--- src/tcs_pkg.sv ---
`default_nettype none
package tcs_pkg;
	// Register addresses
	localparam logic [7:0] ADDR_T0_LOW = 8'h8a;
	localparam logic [7:0] ADDR_T1_LOW = 8'h8b;
	localparam logic [7:0] ADDR_T0_HIGH = 8'h8c;
	localparam logic [7:0] ADDR_T1_HIGH = 8'h8d;
	localparam logic [7:0] ADDR_CLK_CTRL = 8'h8e;
	localparam logic [7:0] ADDR_T2_CTRL = 8'hc8;
	localparam logic [7:0] ADDR_T2_RELOAD_LOW = 8'hca;
	localparam logic [7:0] ADDR_T2_RELOAD_HIGH = 8'hcb;
	localparam logic [7:0] ADDR_T2_COUNT_LOW = 8'hcc;
	localparam logic [7:0] ADDR_T2_COUNT_HIGH = 8'hcd;

	// Reset values
	localparam logic [7:0] RST_BYTE = 8'h00;

	// Clock-control field positions
	localparam int POS_T3_HIGH_SEL = 7;
	localparam int POS_T3_LOW_SEL = 6;
	localparam int POS_T2_HIGH_SEL = 5;
	localparam int POS_T2_LOW_SEL = 4;
	localparam int POS_T1_SEL = 3;
	localparam int POS_T0_SEL = 2;
	localparam int POS_PRESCALE = 0;

	// Timer-two control field positions; bit 1 reads zero
	localparam int POS_T2_HIGH_FLAG = 7;
	localparam int POS_T2_LOW_FLAG = 6;
	localparam int POS_T2_LOW_IRQ_EN = 5;
	localparam int POS_T2_CAPTURE_EN = 4;
	localparam int POS_T2_SPLIT = 3;
	localparam int POS_T2_RUN = 2;
	localparam int POS_T2_EXT_SEL = 0;

	// Prescale encodings
	localparam logic [1:0] PRE_DIV12 = 2'h0;
	localparam logic [1:0] PRE_DIV4 = 2'h1;
	localparam logic [1:0] PRE_DIV48 = 2'h2;
	localparam logic [1:0] PRE_EXT8 = 2'h3;

	// Division ratios in system-clock or external-clock edges
	localparam int DIV_4 = 4;
	localparam int DIV_12 = 12;
	localparam int DIV_48 = 48;
	localparam int DIV_EXT = 8;

	typedef struct packed {
		logic third_timer_high_clk_sel;
		logic third_timer_low_clk_sel;
		logic timer_two_high_clk_sel;
		logic timer_two_low_clk_sel;
		logic timer_one_clk_sel;
		logic timer_zero_clk_sel;
		logic [1:0] prescale_select;
	} tcs_clk_ctrl_t;

	typedef struct packed {
		logic timer_two_high_overflow_flag;
		logic timer_two_low_overflow_flag;
		logic timer_two_low_irq_enable;
		logic timer_two_capture_enable;
		logic timer_two_split_mode;
		logic timer_two_run;
		logic unused;
		logic timer_two_ext_clk_sel;
	} tcs_t2_ctrl_t;

	// Register bus request
	typedef struct packed {
		logic [7:0] addr;
		logic wr;
		logic [7:0] wdata;
	} tcs_sfr_req_t;
endpackage
`default_nettype wire

--- src/tcs_timer_clock.sv ---
`timescale 1ns/1ns
`default_nettype none
// Overview of operation
// - Third-timer high half in split mode: 1 system clock, 0 external-select choice.
// - Third-timer low select: 1 system clock, 0 external-select choice.
// - Second-timer high half in split mode: 1 system clock, 0 external-select choice.
// - Second-timer low select clocks whole timer or low half; 1 system clock.
// - Timer one: select 1 system clock, 0 prescaled; ignored in pin-counter mode.
// - Timer zero: select 1 system clock, 0 prescaled; ignored in pin-counter mode.
// - Prescale field: 00 div 12, 01 div 4, 10 div 48, 11 external div 8.
// - External divided-by-8 clock is synchronized to system clock before use.
// - Timers zero and one each have readable, writable low and high bytes.
// - Second timer has two byte counters; split bit picks 16-bit or two 8-bit.
// - 16-bit wrap from all ones loads reload pair and sets high overflow flag.
// - 16-bit mode with interrupt enable requests interrupt on each full overflow.
// - With low-byte enable too, low byte wrap also requests an interrupt.
// - Split mode halves reload independently from their own reload registers.
// - Split mode run bit gates only high half; low half always counts.
// - Split half: select 1 system clock, else div 12 or external div 8.
// - Split mode sets high or low overflow flag on that half's wrap.
// - Split interrupt on high overflow; with low enable, on either half.
// - Overflow flags are never cleared by hardware, only by software writes.
module tcs_timer_clock (
	input wire logic clk_sys,
	input wire logic srst,
	input wire tcs_pkg::tcs_sfr_req_t sfr_req,
	output logic [7:0] sfr_rdata,
	input wire logic ext_clk,
	input wire logic timer_two_irq_enable,
	input wire logic timer_zero_counter_mode,
	input wire logic timer_one_counter_mode,
	input wire logic third_timer_split_mode,
	input wire logic third_timer_ext_clk_sel,
	output logic timer_zero_tick,
	output logic timer_one_tick,
	output logic third_timer_low_tick,
	output logic third_timer_high_tick,
	output logic timer_two_irq
);
	import tcs_pkg::*;

	// Byte-select clock choice: system clock or the external-select choice
	function automatic logic pick_tick(input logic sys_sel, input logic ext_sel,
		input logic div12, input logic ext8);
		pick_tick = sys_sel ? 1'b1 : (ext_sel ? ext8 : div12);
	endfunction

	function automatic logic hit(input tcs_sfr_req_t r, input logic [7:0] a);
		hit = r.wr && (r.addr == a);
	endfunction

	tcs_clk_ctrl_t clk_ctrl;
	tcs_t2_ctrl_t t2_ctrl;
	logic [7:0] t01_byte [4];
	logic [7:0] t2_reload_low;
	logic [7:0] t2_reload_high;
	logic [7:0] t2_count_low;
	logic [7:0] t2_count_high;
	logic [5:0] pre_cnt;
	logic ext_sync1;
	logic ext_sync2;
	logic ext_prev;
	logic [2:0] ext_cnt;
	logic ext8_tick;
	logic div4_tick;
	logic div12_tick;
	logic div48_tick;
	logic prescaled;
	logic t2_low_en;
	logic t2_high_en;
	logic low_wrap;
	logic high_wrap;
	logic full_wrap;
	logic next_irq;

	localparam logic [5:0] PRE_LAST = 6'(DIV_48 - 1);
	localparam logic [2:0] EXT_LAST = 3'(DIV_EXT - 1);
	localparam logic [7:0] BYTE_MAX = 8'hff;

	// Two-flop synchroniser; only the second flop feeds the edge detector
	always_ff @(posedge clk_sys) begin
		if (srst) begin
			ext_sync1 <= 1'b0;
			ext_sync2 <= 1'b0;
			ext_prev <= 1'b0;
		end else begin
			ext_sync1 <= ext_clk;
			ext_sync2 <= ext_sync1;
			ext_prev <= ext_sync2;
		end
	end

	// Every eighth rising external edge gives one enable pulse
	always_ff @(posedge clk_sys) begin
		if (srst) begin
			ext_cnt <= 3'h0;
			ext8_tick <= 1'b0;
		end else begin
			ext8_tick <= 1'b0;
			if (ext_sync2 && !ext_prev) begin
				ext_cnt <= ext_cnt + 3'h1;
				ext8_tick <= (ext_cnt == EXT_LAST);
			end
		end
	end

	// One counter serves all three system-clock ratios, since 4 and 12 divide 48
	always_ff @(posedge clk_sys) begin
		if (srst) begin
			pre_cnt <= 6'h00;
		end else if (pre_cnt == PRE_LAST) begin
			pre_cnt <= 6'h00;
		end else begin
			pre_cnt <= pre_cnt + 6'h01;
		end
	end

	always_comb begin
		div4_tick = (pre_cnt % 6'(DIV_4)) == 6'(DIV_4 - 1);
		div12_tick = (pre_cnt % 6'(DIV_12)) == 6'(DIV_12 - 1);
		div48_tick = (pre_cnt == PRE_LAST);
		case (clk_ctrl.prescale_select)
			PRE_DIV12: prescaled = div12_tick;
			PRE_DIV4: prescaled = div4_tick;
			PRE_DIV48: prescaled = div48_tick;
			PRE_EXT8: prescaled = ext8_tick;
			default: prescaled = 1'b0;
		endcase
	end

	// Timer zero/one count enables; pin-counter mode counts elsewhere
	always_ff @(posedge clk_sys) begin
		if (srst) begin
			timer_zero_tick <= 1'b0;
			timer_one_tick <= 1'b0;
		end else begin
			timer_zero_tick <= !timer_zero_counter_mode &&
				(clk_ctrl.timer_zero_clk_sel || prescaled);
			timer_one_tick <= !timer_one_counter_mode &&
				(clk_ctrl.timer_one_clk_sel || prescaled);
		end
	end

	// Third-timer enables; high half idles unless split
	always_ff @(posedge clk_sys) begin
		if (srst) begin
			third_timer_low_tick <= 1'b0;
			third_timer_high_tick <= 1'b0;
		end else begin
			third_timer_low_tick <= pick_tick(clk_ctrl.third_timer_low_clk_sel,
				third_timer_ext_clk_sel, div12_tick, ext8_tick);
			third_timer_high_tick <= third_timer_split_mode &&
				pick_tick(clk_ctrl.third_timer_high_clk_sel,
				third_timer_ext_clk_sel, div12_tick, ext8_tick);
		end
	end

	// Clock control register
	always_ff @(posedge clk_sys) begin
		if (srst) begin
			clk_ctrl <= tcs_clk_ctrl_t'(RST_BYTE);
		end else if (hit(sfr_req, ADDR_CLK_CTRL)) begin
			clk_ctrl <= tcs_clk_ctrl_t'(sfr_req.wdata);
		end
	end

	// Timer zero/one byte registers; counting is done elsewhere
	always_ff @(posedge clk_sys) begin
		if (srst) begin
			for (int i = 0; i < 4; i++) begin
				t01_byte[i] <= RST_BYTE;
			end
		end else begin
			for (int i = 0; i < 4; i++) begin
				if (hit(sfr_req, ADDR_T0_LOW + 8'(i))) begin
					t01_byte[i] <= sfr_req.wdata;
				end
			end
		end
	end

	// Timer-two clock enables, combinational so counting is not delayed
	always_comb begin
		// low byte (or whole timer) source
		t2_low_en = pick_tick(clk_ctrl.timer_two_low_clk_sel,
			t2_ctrl.timer_two_ext_clk_sel, div12_tick, ext8_tick);
		// high select honoured only when split
		t2_high_en = pick_tick(clk_ctrl.timer_two_high_clk_sel,
			t2_ctrl.timer_two_ext_clk_sel, div12_tick, ext8_tick);
		if (t2_ctrl.timer_two_split_mode) begin
			t2_high_en = t2_high_en && t2_ctrl.timer_two_run;
			low_wrap = t2_low_en && (t2_count_low == BYTE_MAX);
			high_wrap = t2_high_en && (t2_count_high == BYTE_MAX);
			full_wrap = 1'b0;
		end else begin
			t2_low_en = t2_low_en && t2_ctrl.timer_two_run;
			t2_high_en = 1'b0;
			low_wrap = t2_low_en && (t2_count_low == BYTE_MAX);
			full_wrap = low_wrap && (t2_count_high == BYTE_MAX);
			high_wrap = full_wrap;
		end
	end

	// Timer-two counters; a software write wins over counting
	always_ff @(posedge clk_sys) begin
		if (srst) begin
			t2_count_low <= RST_BYTE;
			t2_count_high <= RST_BYTE;
		end else begin
			if (hit(sfr_req, ADDR_T2_COUNT_LOW)) begin
				t2_count_low <= sfr_req.wdata;
			end else if (full_wrap) begin
				t2_count_low <= t2_reload_low;
			end else if (low_wrap && t2_ctrl.timer_two_split_mode) begin
				t2_count_low <= t2_reload_low;
			end else if (t2_low_en) begin
				t2_count_low <= t2_count_low + 8'h01;
			end
			if (hit(sfr_req, ADDR_T2_COUNT_HIGH)) begin
				t2_count_high <= sfr_req.wdata;
			end else if (high_wrap) begin
				t2_count_high <= t2_reload_high;
			end else if (t2_ctrl.timer_two_split_mode ? t2_high_en : low_wrap) begin
				t2_count_high <= t2_count_high + 8'h01;
			end
		end
	end

	// Reload registers
	always_ff @(posedge clk_sys) begin
		if (srst) begin
			t2_reload_low <= RST_BYTE;
			t2_reload_high <= RST_BYTE;
		end else begin
			if (hit(sfr_req, ADDR_T2_RELOAD_LOW)) begin
				t2_reload_low <= sfr_req.wdata;
			end
			if (hit(sfr_req, ADDR_T2_RELOAD_HIGH)) begin
				t2_reload_high <= sfr_req.wdata;
			end
		end
	end

	// Control register; an overflow in the clearing cycle still sets its flag
	always_ff @(posedge clk_sys) begin
		if (srst) begin
			t2_ctrl <= tcs_t2_ctrl_t'(RST_BYTE);
		end else begin
			if (hit(sfr_req, ADDR_T2_CTRL)) begin
				t2_ctrl <= tcs_t2_ctrl_t'(sfr_req.wdata);
				t2_ctrl.unused <= 1'b0;
			end
			if (high_wrap) begin
				t2_ctrl.timer_two_high_overflow_flag <= 1'b1;
			end
			if (low_wrap) begin
				t2_ctrl.timer_two_low_overflow_flag <= 1'b1;
			end
		end
	end

	// Level request, held while a qualifying flag stays set
	always_comb begin
		next_irq = timer_two_irq_enable &&
			(t2_ctrl.timer_two_high_overflow_flag ||
			(t2_ctrl.timer_two_low_irq_enable &&
			t2_ctrl.timer_two_low_overflow_flag));
	end

	always_ff @(posedge clk_sys) begin
		if (srst) begin
			timer_two_irq <= 1'b0;
		end else begin
			timer_two_irq <= next_irq;
		end
	end

	// Registered read data: address sampled every cycle, unmapped reads zero
	always_ff @(posedge clk_sys) begin
		if (srst) begin
			sfr_rdata <= RST_BYTE;
		end else begin
			case (sfr_req.addr)
				ADDR_T0_LOW: sfr_rdata <= t01_byte[0];
				ADDR_T1_LOW: sfr_rdata <= t01_byte[1];
				ADDR_T0_HIGH: sfr_rdata <= t01_byte[2];
				ADDR_T1_HIGH: sfr_rdata <= t01_byte[3];
				ADDR_CLK_CTRL: sfr_rdata <= clk_ctrl;
				ADDR_T2_CTRL: sfr_rdata <= t2_ctrl;
				ADDR_T2_RELOAD_LOW: sfr_rdata <= t2_reload_low;
				ADDR_T2_RELOAD_HIGH: sfr_rdata <= t2_reload_high;
				ADDR_T2_COUNT_LOW: sfr_rdata <= t2_count_low;
				ADDR_T2_COUNT_HIGH: sfr_rdata <= t2_count_high;
				default: sfr_rdata <= RST_BYTE;
			endcase
		end
	end

	a_sys_select_t0: assert property (@(posedge clk_sys) disable iff (srst)
		(clk_ctrl.timer_zero_clk_sel && !timer_zero_counter_mode) |=> timer_zero_tick)
		else $error("timer zero missed system-clock tick");

	a_pin_mode_t1: assert property (@(posedge clk_sys) disable iff (srst)
		timer_one_counter_mode |=> !timer_one_tick)
		else $error("timer one ticked in pin-counter mode");

	a_div48_spacing: assert property (@(posedge clk_sys) disable iff (srst)
		div48_tick |=> !div48_tick [*8])
		else $error("divide by 48 pulse too close");

	a_prescale_div4: assert property (@(posedge clk_sys) disable iff (srst)
		(clk_ctrl.prescale_select == PRE_DIV4 && $stable(clk_ctrl) && prescaled)
		|-> ##4 (prescaled || clk_ctrl != $past(clk_ctrl, 4)))
		else $error("divide by 4 period wrong");

	a_ext_pulse_single: assert property (@(posedge clk_sys) disable iff (srst)
		ext8_tick |=> !ext8_tick)
		else $error("external tick longer than one cycle");

	a_full_reload: assert property (@(posedge clk_sys) disable iff (srst)
		(full_wrap && !sfr_req.wr) |=>
		(t2_count_low == $past(t2_reload_low) && t2_count_high == $past(t2_reload_high)
		&& t2_ctrl.timer_two_high_overflow_flag))
		else $error("16-bit overflow did not reload");

	a_split_low_runs: assert property (@(posedge clk_sys) disable iff (srst)
		(t2_ctrl.timer_two_split_mode && clk_ctrl.timer_two_low_clk_sel && !sfr_req.wr)
		|=> t2_count_low != $past(t2_count_low))
		else $error("split low half stalled");

	a_split_high_gated: assert property (@(posedge clk_sys) disable iff (srst)
		(t2_ctrl.timer_two_split_mode && !t2_ctrl.timer_two_run && !sfr_req.wr)
		|=> $stable(t2_count_high))
		else $error("split high half counted while stopped");

	a_flag_sticky: assert property (@(posedge clk_sys) disable iff (srst)
		(t2_ctrl.timer_two_low_overflow_flag && !hit(sfr_req, ADDR_T2_CTRL))
		|=> t2_ctrl.timer_two_low_overflow_flag)
		else $error("low overflow flag cleared by hardware");

	a_irq_follows: assert property (@(posedge clk_sys) disable iff (srst)
		next_irq |=> timer_two_irq)
		else $error("interrupt request not raised");

	a_t3_high_idle: assert property (@(posedge clk_sys) disable iff (srst)
		!third_timer_split_mode |=> !third_timer_high_tick)
		else $error("third timer high ticked outside split mode");
endmodule
`default_nettype wire

--- config.mk ---
export PLATFORM = sky130hd
export DESIGN_NAME = tcs_timer_clock
export DESIGN_NICKNAME = d
export VERILOG_FILES = /design/src/tcs_pkg.sv /design/src/tcs_timer_clock.sv
export SDC_FILE = /design/constraint.sdc
export NUM_CORES = 1
export LEC_CHECK = 0
export BUFFER_PORTS_ARGS = -buffer_cell sky130_fd_sc_hd__clkbuf_2
export CAP_MARGIN = 15
export CORE_MARGIN = 4
export CORE_UTILIZATION = 55
export CTS_BUF_LIST = sky130_fd_sc_hd__clkbuf_8
export DETAILED_ROUTE_END_ITERATION = 10
export GPL_ROUTABILITY_DRIVEN = 0
export PLACE_DENSITY = 0.79
export SYNTH_ARGS = -nofsm -noshare
export SYNTH_HDL_FRONTEND = slang
export SYNTH_SLANG_ARGS = --single-unit
export TNS_END_PERCENT = 20
--- constraint.sdc ---
create_clock -name clk_sys -period 2.18 [get_ports clk_sys]
set_input_delay 0.436 -clock clk_sys [delete_from_list [all_inputs] [get_ports clk_sys]]
set_output_delay 0.436 -clock clk_sys [all_outputs]
set_load 0.03 [all_outputs]
After elaboration in Yosys (flattened, before gate mapping)

Memory sizes are Yosys's and may differ from the RTL's.
Index checks and enable logic that the tools add are counted.

Output and inout port bits: 13
Logic and storage cells: 137
Memories: 1
Input bits: 25
Register bits: 73
RAM bits: 32

Memories:

| name     | depth | bits a word | rd ports | clocked after Yosys merged registers in | write ports | RTL line              | source |
|---|---|---|---|---|---|---|---|
| t01_byte | 4     | 8           | 4        | 0                                       | 4           | tcs_timer_clock.sv:54 | `logic [7:0] t01_byte [4];` |

Bitwise gates (word level): 5
Reduce and logical (&&, ||, !) cells: 36
Divide/modulo/power cells: 1
Muxes and demuxes: 41
$add $sub $neg: 4
Equal/unequal tests: 19

Operators by type and width:

| operator            | number |
|---|---|
| $eq 8x8->1 const B  | 12 |
| $mux 8              | 12 |
| $pmux 8 s10         | 1 |
| $mux 1              | 27 |
| $logic_and 1x1->1   | 23 |
| $add 8x1->8 const B | 2 |
| $add 6x1->6 const B | 1 |
| $eq 2x2->1 const B  | 3 |
| $eq 6x4->1 const B  | 1 |
| $eq 6x6->1 const B  | 1 |
| $mod 6x4->6 const B | 1 |
| $or 1x1->1          | 4 |
| $pmux 1 s4          | 1 |
| $reduce_bool 2->1   | 2 |
| $reduce_bool 4->1   | 1 |
| $reduce_or 2->1     | 2 |
| $add 3x1->3 const B | 1 |
| $eq 3x3->1 const B  | 1 |
| $logic_not 1->1     | 3 |
| $logic_or 1x1->1    | 3 |
| $reduce_bool 3->1   | 1 |
| $eq 2x1->1 const B  | 1 |
| $logic_not 2->1     | 1 |
| $not 1->1           | 1 |

Logic depth before layout (Yosys ltp)

Gate-level depths: netlist of run 1.

Word-level depth: 11
Depth in mapped cells: 9
Mapped depth without buffers: 8

Worst setup path after synthesis of run 1

No wires, ideal clock.

Kind: reg2reg
From: reg pre_cnt[3]
To: reg t2_count_high[2]
Stages on the path, launching flop included: 10
Data arrival time: 2.046 ns
Library setup time: 0.117 ns
Required time: 2.063 ns
Buffers on the path: 2
Setup slack: 0.017 ns
Clock period less this slack: 2.163 ns
Cells stage by stage: dfxtp_1 > buf_6 > xor2_1 > o211a_1 > o41ai_4 > o21a_4 > o221a_4 > buf_12 > o2111ai_1 > a32o_1

Longest elaborated chain between the ends: 10
Elaborated cells on any way between the ends: 17
Classes of those cells: 1 x div; 1 x eq/ne; 8 x mux; 7 x reduce/logical

Ends and longest elaborated chain:

| what                   | RTL line               | source |
|---|---|---|
| from (decl)            | tcs_timer_clock.sv:59  | `logic [5:0] pre_cnt;` |
| from (signal assigned) | tcs_timer_clock.sv:114 | `pre_cnt <= pre_cnt + 6'h01;` |
| $mod 6x4->6 (*)        | tcs_timer_clock.sv:120 | `div12_tick = (pre_cnt % 6'(DIV_12)) == 6'(DIV_12 - 1);` |
| $eq 6x4->1 (*)         | tcs_timer_clock.sv:120 |  |
| $mux 1 (*)             | tcs_timer_clock.sv:45  | `pick_tick = sys_sel ? 1'b1 : (ext_sel ? ext8 : div12);` |
| $mux 1                 | tcs_timer_clock.sv:45  |  |
| $logic_and 1x1->1      | tcs_timer_clock.sv:196 | `t2_low_en = t2_low_en && t2_ctrl.timer_two_run;` |
| $logic_and 1x1->1      | tcs_timer_clock.sv:198 | `low_wrap = t2_low_en && (t2_count_low == BYTE_MAX);` |
| $logic_and 1x1->1      | tcs_timer_clock.sv:199 | `full_wrap = low_wrap && (t2_count_high == BYTE_MAX);` |
| $mux 1                 | tcs_timer_clock.sv:190 | `if (t2_ctrl.timer_two_split_mode) begin` |
| $mux 8                 | tcs_timer_clock.sv:221 | `end else if (high_wrap) begin` |
| $mux 8                 | tcs_timer_clock.sv:219 | `if (hit(sfr_req, ADDR_T2_COUNT_HIGH)) begin` |
| to (signal assigned)   | tcs_timer_clock.sv:220 | `t2_count_high <= sfr_req.wdata;` |
| to (signal assigned)   | tcs_timer_clock.sv:222 | `t2_count_high <= t2_reload_high;` |
| to (signal assigned)   | tcs_timer_clock.sv:224 | `t2_count_high <= t2_count_high + 8'h01;` |
| to (decl)              | tcs_timer_clock.sv:58  | `logic [7:0] t2_count_high;` |

Mark *: on every way between the ends. The rest lies on a longest branch, timed or not.
A chain may end at the register's enable or synchronous reset.

Final worst setup path of run 1

From: reg pre_cnt[3]
To: reg t2_count_high[1]

Same word-level chain as after synthesis.

==> results of run 1 <==
[worst max-delay path: stages (launching register included)]
cell and delay, ns:
dfxtp_4 0.36, xor2_1 0.15, o211a_1 0.24, o41ai_4 0.45
buf_4 0.21, o221a_4 0.23, buf_4 0.14, mux2i_2 0.21
o21ai_1 0.07
[cells by family after synthesis]
group / Yosys count
compound gates: 125
xor+xnor: 16
fa+ha+maj: 6
buf+inv: 43
flops: 105
mux: 41
simple gates: 219
[cells in the mapped netlist (3+ instances only)]
library cell,number
a21o_1,3
a21oi_1,43
a221oi_1,4
a222oi_1,3
a22o_1,3
a22oi_1,13
a31oi_1,3
and2_1,36
and3_1,5
buf_1,7
clkbuf_1,24
dfxtp_1,73
edfxtp_1,32
ha_1,6
inv_1,8
mux2_2,4
mux2i_1,37
nand2_1,67
nand3_1,28
nand4_1,4
nor2_1,43
nor2b_1,10
nor3_1,4
nor3b_1,8
o211ai_1,4
o21ai_0,12
o22ai_1,12
xnor2_1,12
xor2_1,4
[state kept, by name, indices dropped and copies added, names as in the netlist, 3 cells and up]
name	count
t01_byte	32
clk_ctrl	8
sfr_rdata	8
t2_count_high	8
t2_count_low	8
t2_reload_high	8
t2_reload_low	8
t2_ctrl	7
pre_cnt	6
ext_cnt	3
[what timing repair did]
item,in CTS,in global routing
gates resized for setup,6,9
pin swaps,4,9
endpoints found under the setup margin,13,16
setup buffers,7,0
[power breakdown]
part           leakage, nW  internal (W)  switching (W)
sequential           0.895       0.00205      0.0000200
clock                0.100      0.000449       0.000746
combinational         1.29     0.0000827       0.000162
[path summary, 6_finish.rpt]
check	from	endpoint	slack, ns	cells past startpoint
setup / recovery	pre_cnt[3]	t2_count_high[1]	0.02	8
hold / removal	timer_zero_counter_mode	timer_zero_tick	0.20	2
setup reg to reg	pre_cnt[3]	t2_count_high[1]	0.02	8
hold reg to reg	ext_sync1	ext_sync2	0.45	1
[layout make-up]
type / instances / area [um2]
repair buffers: 90 / 587
clock buffers: 9 / 124
flip-flops and latches: 105 / 2430
well taps: 129 / 161
fillers: 740 / 3190
clock inverters: 7 / 73.8
inverters: 8 / 30.0
multi-input cells: 407 / 2650
[metrics by stage]
step / setup slack [ns] / cells / util, %
global placement: 0.0409 / 732 / 62.2
floorplan: 0.0167 / 555 / -
CTS: 0.00905 / 755 / 65.2
detailed placement: -0.0749 / 732 / 62.2
finish: 0.0186 / 755 / 65.5
global route: -0.0718 / 755 / 65.5
[metal layers]
| layer | track usage [%] | part of all wire, % | routed length, um | vias to the layer above |
|---|---|---|---|---|
| met5 | 0 | 0 | 0 | - |
| li1 | - | - | - | 2131 |
| met1 | 36.4 | 41 | 6050 | 2217 |
| met2 | 42.3 | 46 | 6760 | 271 |
| met3 | 6.31 | 10 | 1530 | 33 |
| met4 | 8.25 | 2.4 | 349 | 0 |
==> reports/results.tsv, run 1 <==
metric	value	unit
leak pwr	2.29	nW
DR DRC count	0	
CTS Sinks	105	
Async S/R FF share, synth	0	%
Net Count, Synth	586	
core footprint	0.00924	mm2
GR Util All Layers	26.8	%
grt ovf	0	
critical path fanouts, max	7	
CTS Hold Buffers Added	0	
adder-cell share of the synthesized area	1.44	%
Synth area leader	dfxtp_1	
Hold Crit Class	input port to flip-flop	
status	finished, final reports clean	
Initial Utilization	56.5	%
worst slew pin tran	0.678	ns
Synth Flop Type	dfxtp_1	
#FFs+latches synth	105	
Worst Skew	0.0113	ns
period utilization	99.1	%
Power per Cell Area	580	mW/mm2
Die H	105	um
antenna violations before repair	0	
IO Pins	38	
number of H-tree levels	3	
final wirelength	14700	um
Port-buffer cells	37	
via count	4652	
largest family of logic cells by synthesized area	simple AND/OR/NAND/NOR gates	
First-pass DRT Iterations	5	
finished layout cell area	0.00605	mm2
Iter 0 DRT Violations	484	
final net count	652	
syn avg cell area	9.40	um2
Cell Area, Synth	0.00522	mm2
Max Root-Sink Buffers	2	
most common cell after layout, fill and taps aside	dfxtp_1	
worst skew pair latency	0.38	ns
area share of the largest cell type after synthesis	28.0	%
MaxCap Viol Count	0	
post-synthesis compound-gate area fraction	16.7	%
fin crit period	2.16	ns
root buffer cell	clkbuf_8	
CTS tree	built	
Chip Width	105	um
Synth Area in Simple Gates	21.0	%
Num CTS Buffers	9	
largest net degree at the start of global routing	24	
commonest cells after routing, fill and taps aside	70 x dfxtp_1, 66 x nand2_1, 52 x buf_4, 43 x nor2_1, 43 x a21oi_1	
Detail Route Antenna Nets	0	
Synth Area in XOR/XNOR	2.69	%
Placed Area	0.00575	mm2
Rows	35	
Slew Viols, Final	0	
fmax	463	MHz
CP Data Arrival Time	2.44	ns
HPWL after detailed placement	10500	um
Clk pin slew, worst setup/hold paths	0.11	ns
Unique masters post-synth	62	
wire per inst	19.5	um
WHS	0.202	ns
Critical Path Sink Type	flip-flop	
Post-synth EDFFs	32	
largest cells by area after synthesis	dfxtp_1 28%, edfxtp_1 18%, mux2i_1 7.1%, nand2_1 4.8%, and2_1 4.3%	
Die ar.	0.0111	mm2
Final Hold Fails	0	
Area Growth Syn to Fin	15.9	%
critical path required time	2.46	ns
final total power	0.00351	W
RSZ-0062 raised after global routing	true	
n_diodes	0	
post-synthesis mux area share	7.96	%
layout cells sized above 1	21.2	%
first-pass GRT wire length	23400	um
Synthesis Warnings	0	
Via density	6.16	
peak supply drop	366	uV
final setup vio count	0	
Slew headroom	54.8	%
Syn Inst Count	555	
sequential cell area fraction in the yosys report	46.4	%
total negative slack	0	ns
Setup CP Type	flip-flop to flip-flop	
vias in the first global route	4476	
startpoint types	flip-flop	
Note: power is estimated with default switching activity, not from simulation.
==> inputs of run 2 (changes only) <==
--- a/config.mk
+++ b/config.mk
@@ -5,6 +5,7 @@
 export SDC_FILE = /design/constraint.sdc
 export NUM_CORES = 1
 export LEC_CHECK = 0
+export ABC_AREA = 1
 export BUFFER_PORTS_ARGS = -buffer_cell sky130_fd_sc_hd__clkbuf_2
 export CAP_MARGIN = 15
 export CORE_MARGIN = 4
==> run 2 against run 1 <==
Sequential power hardly changed. Register-to-register slack better by 0.09 ns. Synthesized cell count is 19% higher. Synthesized area is 1.7% lower. Via count is 4.1% higher. Worst hold slack better by 0.055 ns. First-iteration DRC count is 2.7% lower. Critical path type unchanged.
==> reports/results.tsv, run 2 <==
metric	value	unit	change
CP top delay family	simple AND/OR/NAND/NOR gates		was compound AO/OA/AOI/OAI gates
largest net degree at the start of global routing	23		was 24
IO Pins	38		unchanged
Cell Area, Synth	0.00513	mm2	was 0.00522 mm2
WHS	0.257	ns	was 0.202 ns
largest cells by area after synthesis	dfxtp_1 29%, edfxtp_1 19%, nand2_1 7.8%, inv_1 7.5%, nor2_1 5.3%		was dfxtp_1 28%, edfxtp_1 18%, mux2i_1 7.1%, nand2_1 4.8%, and2_1 4.3%
startpoint types	flip-flop		unchanged
cell count of the worst reg-to-reg path	14		was 8
number of H-tree levels	3		unchanged
worst skew pair latency	0.37	ns	was 0.38 ns
core footprint	0.00889	mm2	was 0.00924 mm2
Synth area leader	dfxtp_1		unchanged
CTS Sinks	105		unchanged
Hold Crit Class	input port to flip-flop		unchanged
Port-buffer cells	37		unchanged
HPWL after detailed placement	10300	um	was 10500 um
Multi-input gate area	0.00226	mm2	was 0.00265 mm2
Detail Route Antenna Nets	0		unchanged
root buffer cell	clkbuf_8		unchanged
Area Growth Syn to Fin	13.1	%	was 15.9%
leak pwr	2.42	nW	was 2.29 nW
post-layout util	65.2	%	was 65.5%
layout cells sized above 1	15.0	%	was 21.2%
peak supply drop	505	uV	was 366 uV
CTS Hold Buffers Added	0		unchanged
final net count	746		was 652
syn avg cell area	7.79	um2	was 9.40 um2
n_diodes	0		unchanged
Iter 0 DRT Violations	471		was 484
area share of the largest cell type after synthesis	28.5	%	was 28.0%
Die H	105	um	about the same
Rows	34		was 35
CP peak stage delay	0.39	ns	was 0.45 ns
CP Data Arrival Time	2.39	ns	was 2.44 ns
total negative slack	0	ns	unchanged
Final Hold Fails	0		unchanged
fin crit period	2.07	ns	was 2.16 ns
hold path cells	3		was 2
Finished Layout Cells	828		was 755
most frequent cells after synthesis	106 x nand2_1, 102 x inv_1, 73 x dfxtp_1, 72 x nor2_1, 52 x o21ai_0		was 73 x dfxtp_1, 67 x nand2_1, 43 x a21oi_1, 43 x nor2_1, 37 x mux2i_1
fmax	483	MHz	was 463 MHz
most common cell after layout, fill and taps aside	nand2_1		was dfxtp_1
max reg flops	32		unchanged
#FFs+latches synth	105		unchanged
CP dominant cell by count	nand3_1		was buf_4
worst slew pin tran	0.510	ns	was 0.678 ns
Async S/R FF share, synth	0	%	unchanged
wire per inst	16.9	um	was 19.5 um
GR Util All Layers	25.5	%	was 26.8%
DP Cell Count	806		was 732
status	finished, final reports clean		unchanged
path length in cells of the critical path	14		was 8
Worst Skew	0.00721	ns	was 0.0113 ns
Chip Width	105	um	about the same
Via density	5.85		was 6.16
Unique masters post-synth	42		was 62
critical path required time	2.50	ns	was 2.46 ns
Top reg by flops	t01_byte		unchanged
grt ovf	0		unchanged
Max Root-Sink Buffers	2		unchanged
Critical Path Sink Type	flip-flop		unchanged
sequential cell area	0.00243	mm2	about the same
first-pass GRT wire length	22300	um	was 23400 um
final wirelength	14000	um	was 14700 um
critical path fanouts, max	7		unchanged
Slew headroom	65.9	%	was 54.8%
Power per Cell Area	579	mW/mm2	was 580 mW/mm2
Synth Flop Type	dfxtp_1		unchanged
DR DRC count	0		unchanged
Num CTS Buffers	9		unchanged
commonest cells after routing, fill and taps aside	104 x nand2_1, 102 x inv_1, 72 x nor2_1, 69 x dfxtp_1, 52 x o21ai_0		was 70 x dfxtp_1, 66 x nand2_1, 52 x buf_4, 43 x nor2_1, 43 x a21oi_1
CP cell instances	ha_4 -> nand3_2 -> nor3_4 -> nand2_1 -> nor2_2 -> nand3_2 -> nor2_4 -> nand2_8 -> buf_6 -> nand3_1 -> nand3_1 -> nand3_1 -> nand2_1 -> inv_1		was xor2_1 -> o211a_1 -> o41ai_4 -> buf_4 -> o221a_4 -> buf_4 -> mux2i_2 -> o21ai_1
CTS tree	built		unchanged
Setup CP Type	flip-flop to flip-flop		unchanged
Initial Utilization	57.7	%	was 56.5%
First-pass DRT Iterations	6		was 5
fillers	758		was 740
Post-synth EDFFs	32		unchanged
vias in the first global route	4619		was 4476
Synthesis Warnings	0		unchanged
Slew Viols, Final	0		unchanged
slowest stage cell, crit path	dfxtp_4		was o41ai_4
MaxCap Viol Count	0		unchanged
period utilization	95.0	%	was 99.1%
sequential cell area fraction in the yosys report	47.2	%	was 46.4%
worst path bufs/invs	2		unchanged
Net Count, Synth	689		was 586
antenna violations before repair	0		unchanged
via count	4844		was 4652
Syn Inst Count	658		was 555
Clk pin slew, worst setup/hold paths	0.10	ns	was 0.11 ns
most common cell in the netlist	nand2_1		was dfxtp_1
Die ar.	0.0109	mm2	was 0.0111 mm2
final setup vio count	0		unchanged
## run 2: power breakdown
part | switching, W | leakage (nW) | internal (W)
combinational | 0.000134 | 1.44 | 0.0000496
clock | 0.000682 | 0.0856 | 0.000426
sequential | 0.0000184 | 0.896 | 0.00205
total | 0.000834 | 2.42 | 0.00252
## run 2: final timing paths
check / from / to / slack (ns)
min reg2reg: ext_sync1 / ext_sync2 / 0.41
min: ext_clk / ext_sync1 / 0.26
max: t2_count_high[0] / t2_count_high[5] / 0.11
max reg2reg: t2_count_high[0] / t2_count_high[5] / 0.11
## run 2: layout make-up
class	count	area share (%)
well taps	108	2.33
flip-flops and latches	105	41.9
repair buffers	61	6.36
clock buffers	9	2.14
clock inverters	7	0.906
inverters	113	7.31
multi-input cells	425	39.1
## run 2: kinds of logic after synthesis
logic type / synth area share [%]
compound gates: 16.6
xor+xnor: 2.22
fa+ha+maj: 1.46
buf+inv: 9.66
flops: 47.2
simple gates: 22.8
## run 2: worst min-delay path, delay by kind of cell
family,cells,cell delay (ns)
buffers and inverters,2,0.12
AND/OR/NAND/NOR,1,0.03
## run 2: routing by layer
| metal | track usage, % | vias up | share of wire [%] |
|---|---|---|---|
| met2 | 41.5 | 264 | 47 |
| met5 | 0 | - | 0 |
| met1 | 33.3 | 2229 | 40 |
| met3 | 7.52 | 40 | 11 |
| li1 | - | 2311 | - |
| met4 | 6.74 | 0 | 2.1 |
## run 2: per-stage QoR
step | setup slack (ns) | power, W | cell area (um2)
2_1_floorplan | 0.0924 | 0.00220 | 5130
5_1_grt | -0.0490 | 0.00348 | 5800
6_report | 0.109 | 0.00336 | 5800
3_3_place_gp | 0.120 | 0.00228 | 5510
4_1_cts | 0.0457 | 0.00337 | 5690
3_5_place_dp | 0.0318 | 0.00229 | 5510
## run 2: repair_timing
item / 4_1_cts / 5_1_grt
resized for setup: 0 / 18
setup endpoints to repair: 0 / 16
setup buffers: 0 / 6
endpoints found under the hold margin: 0 / 0
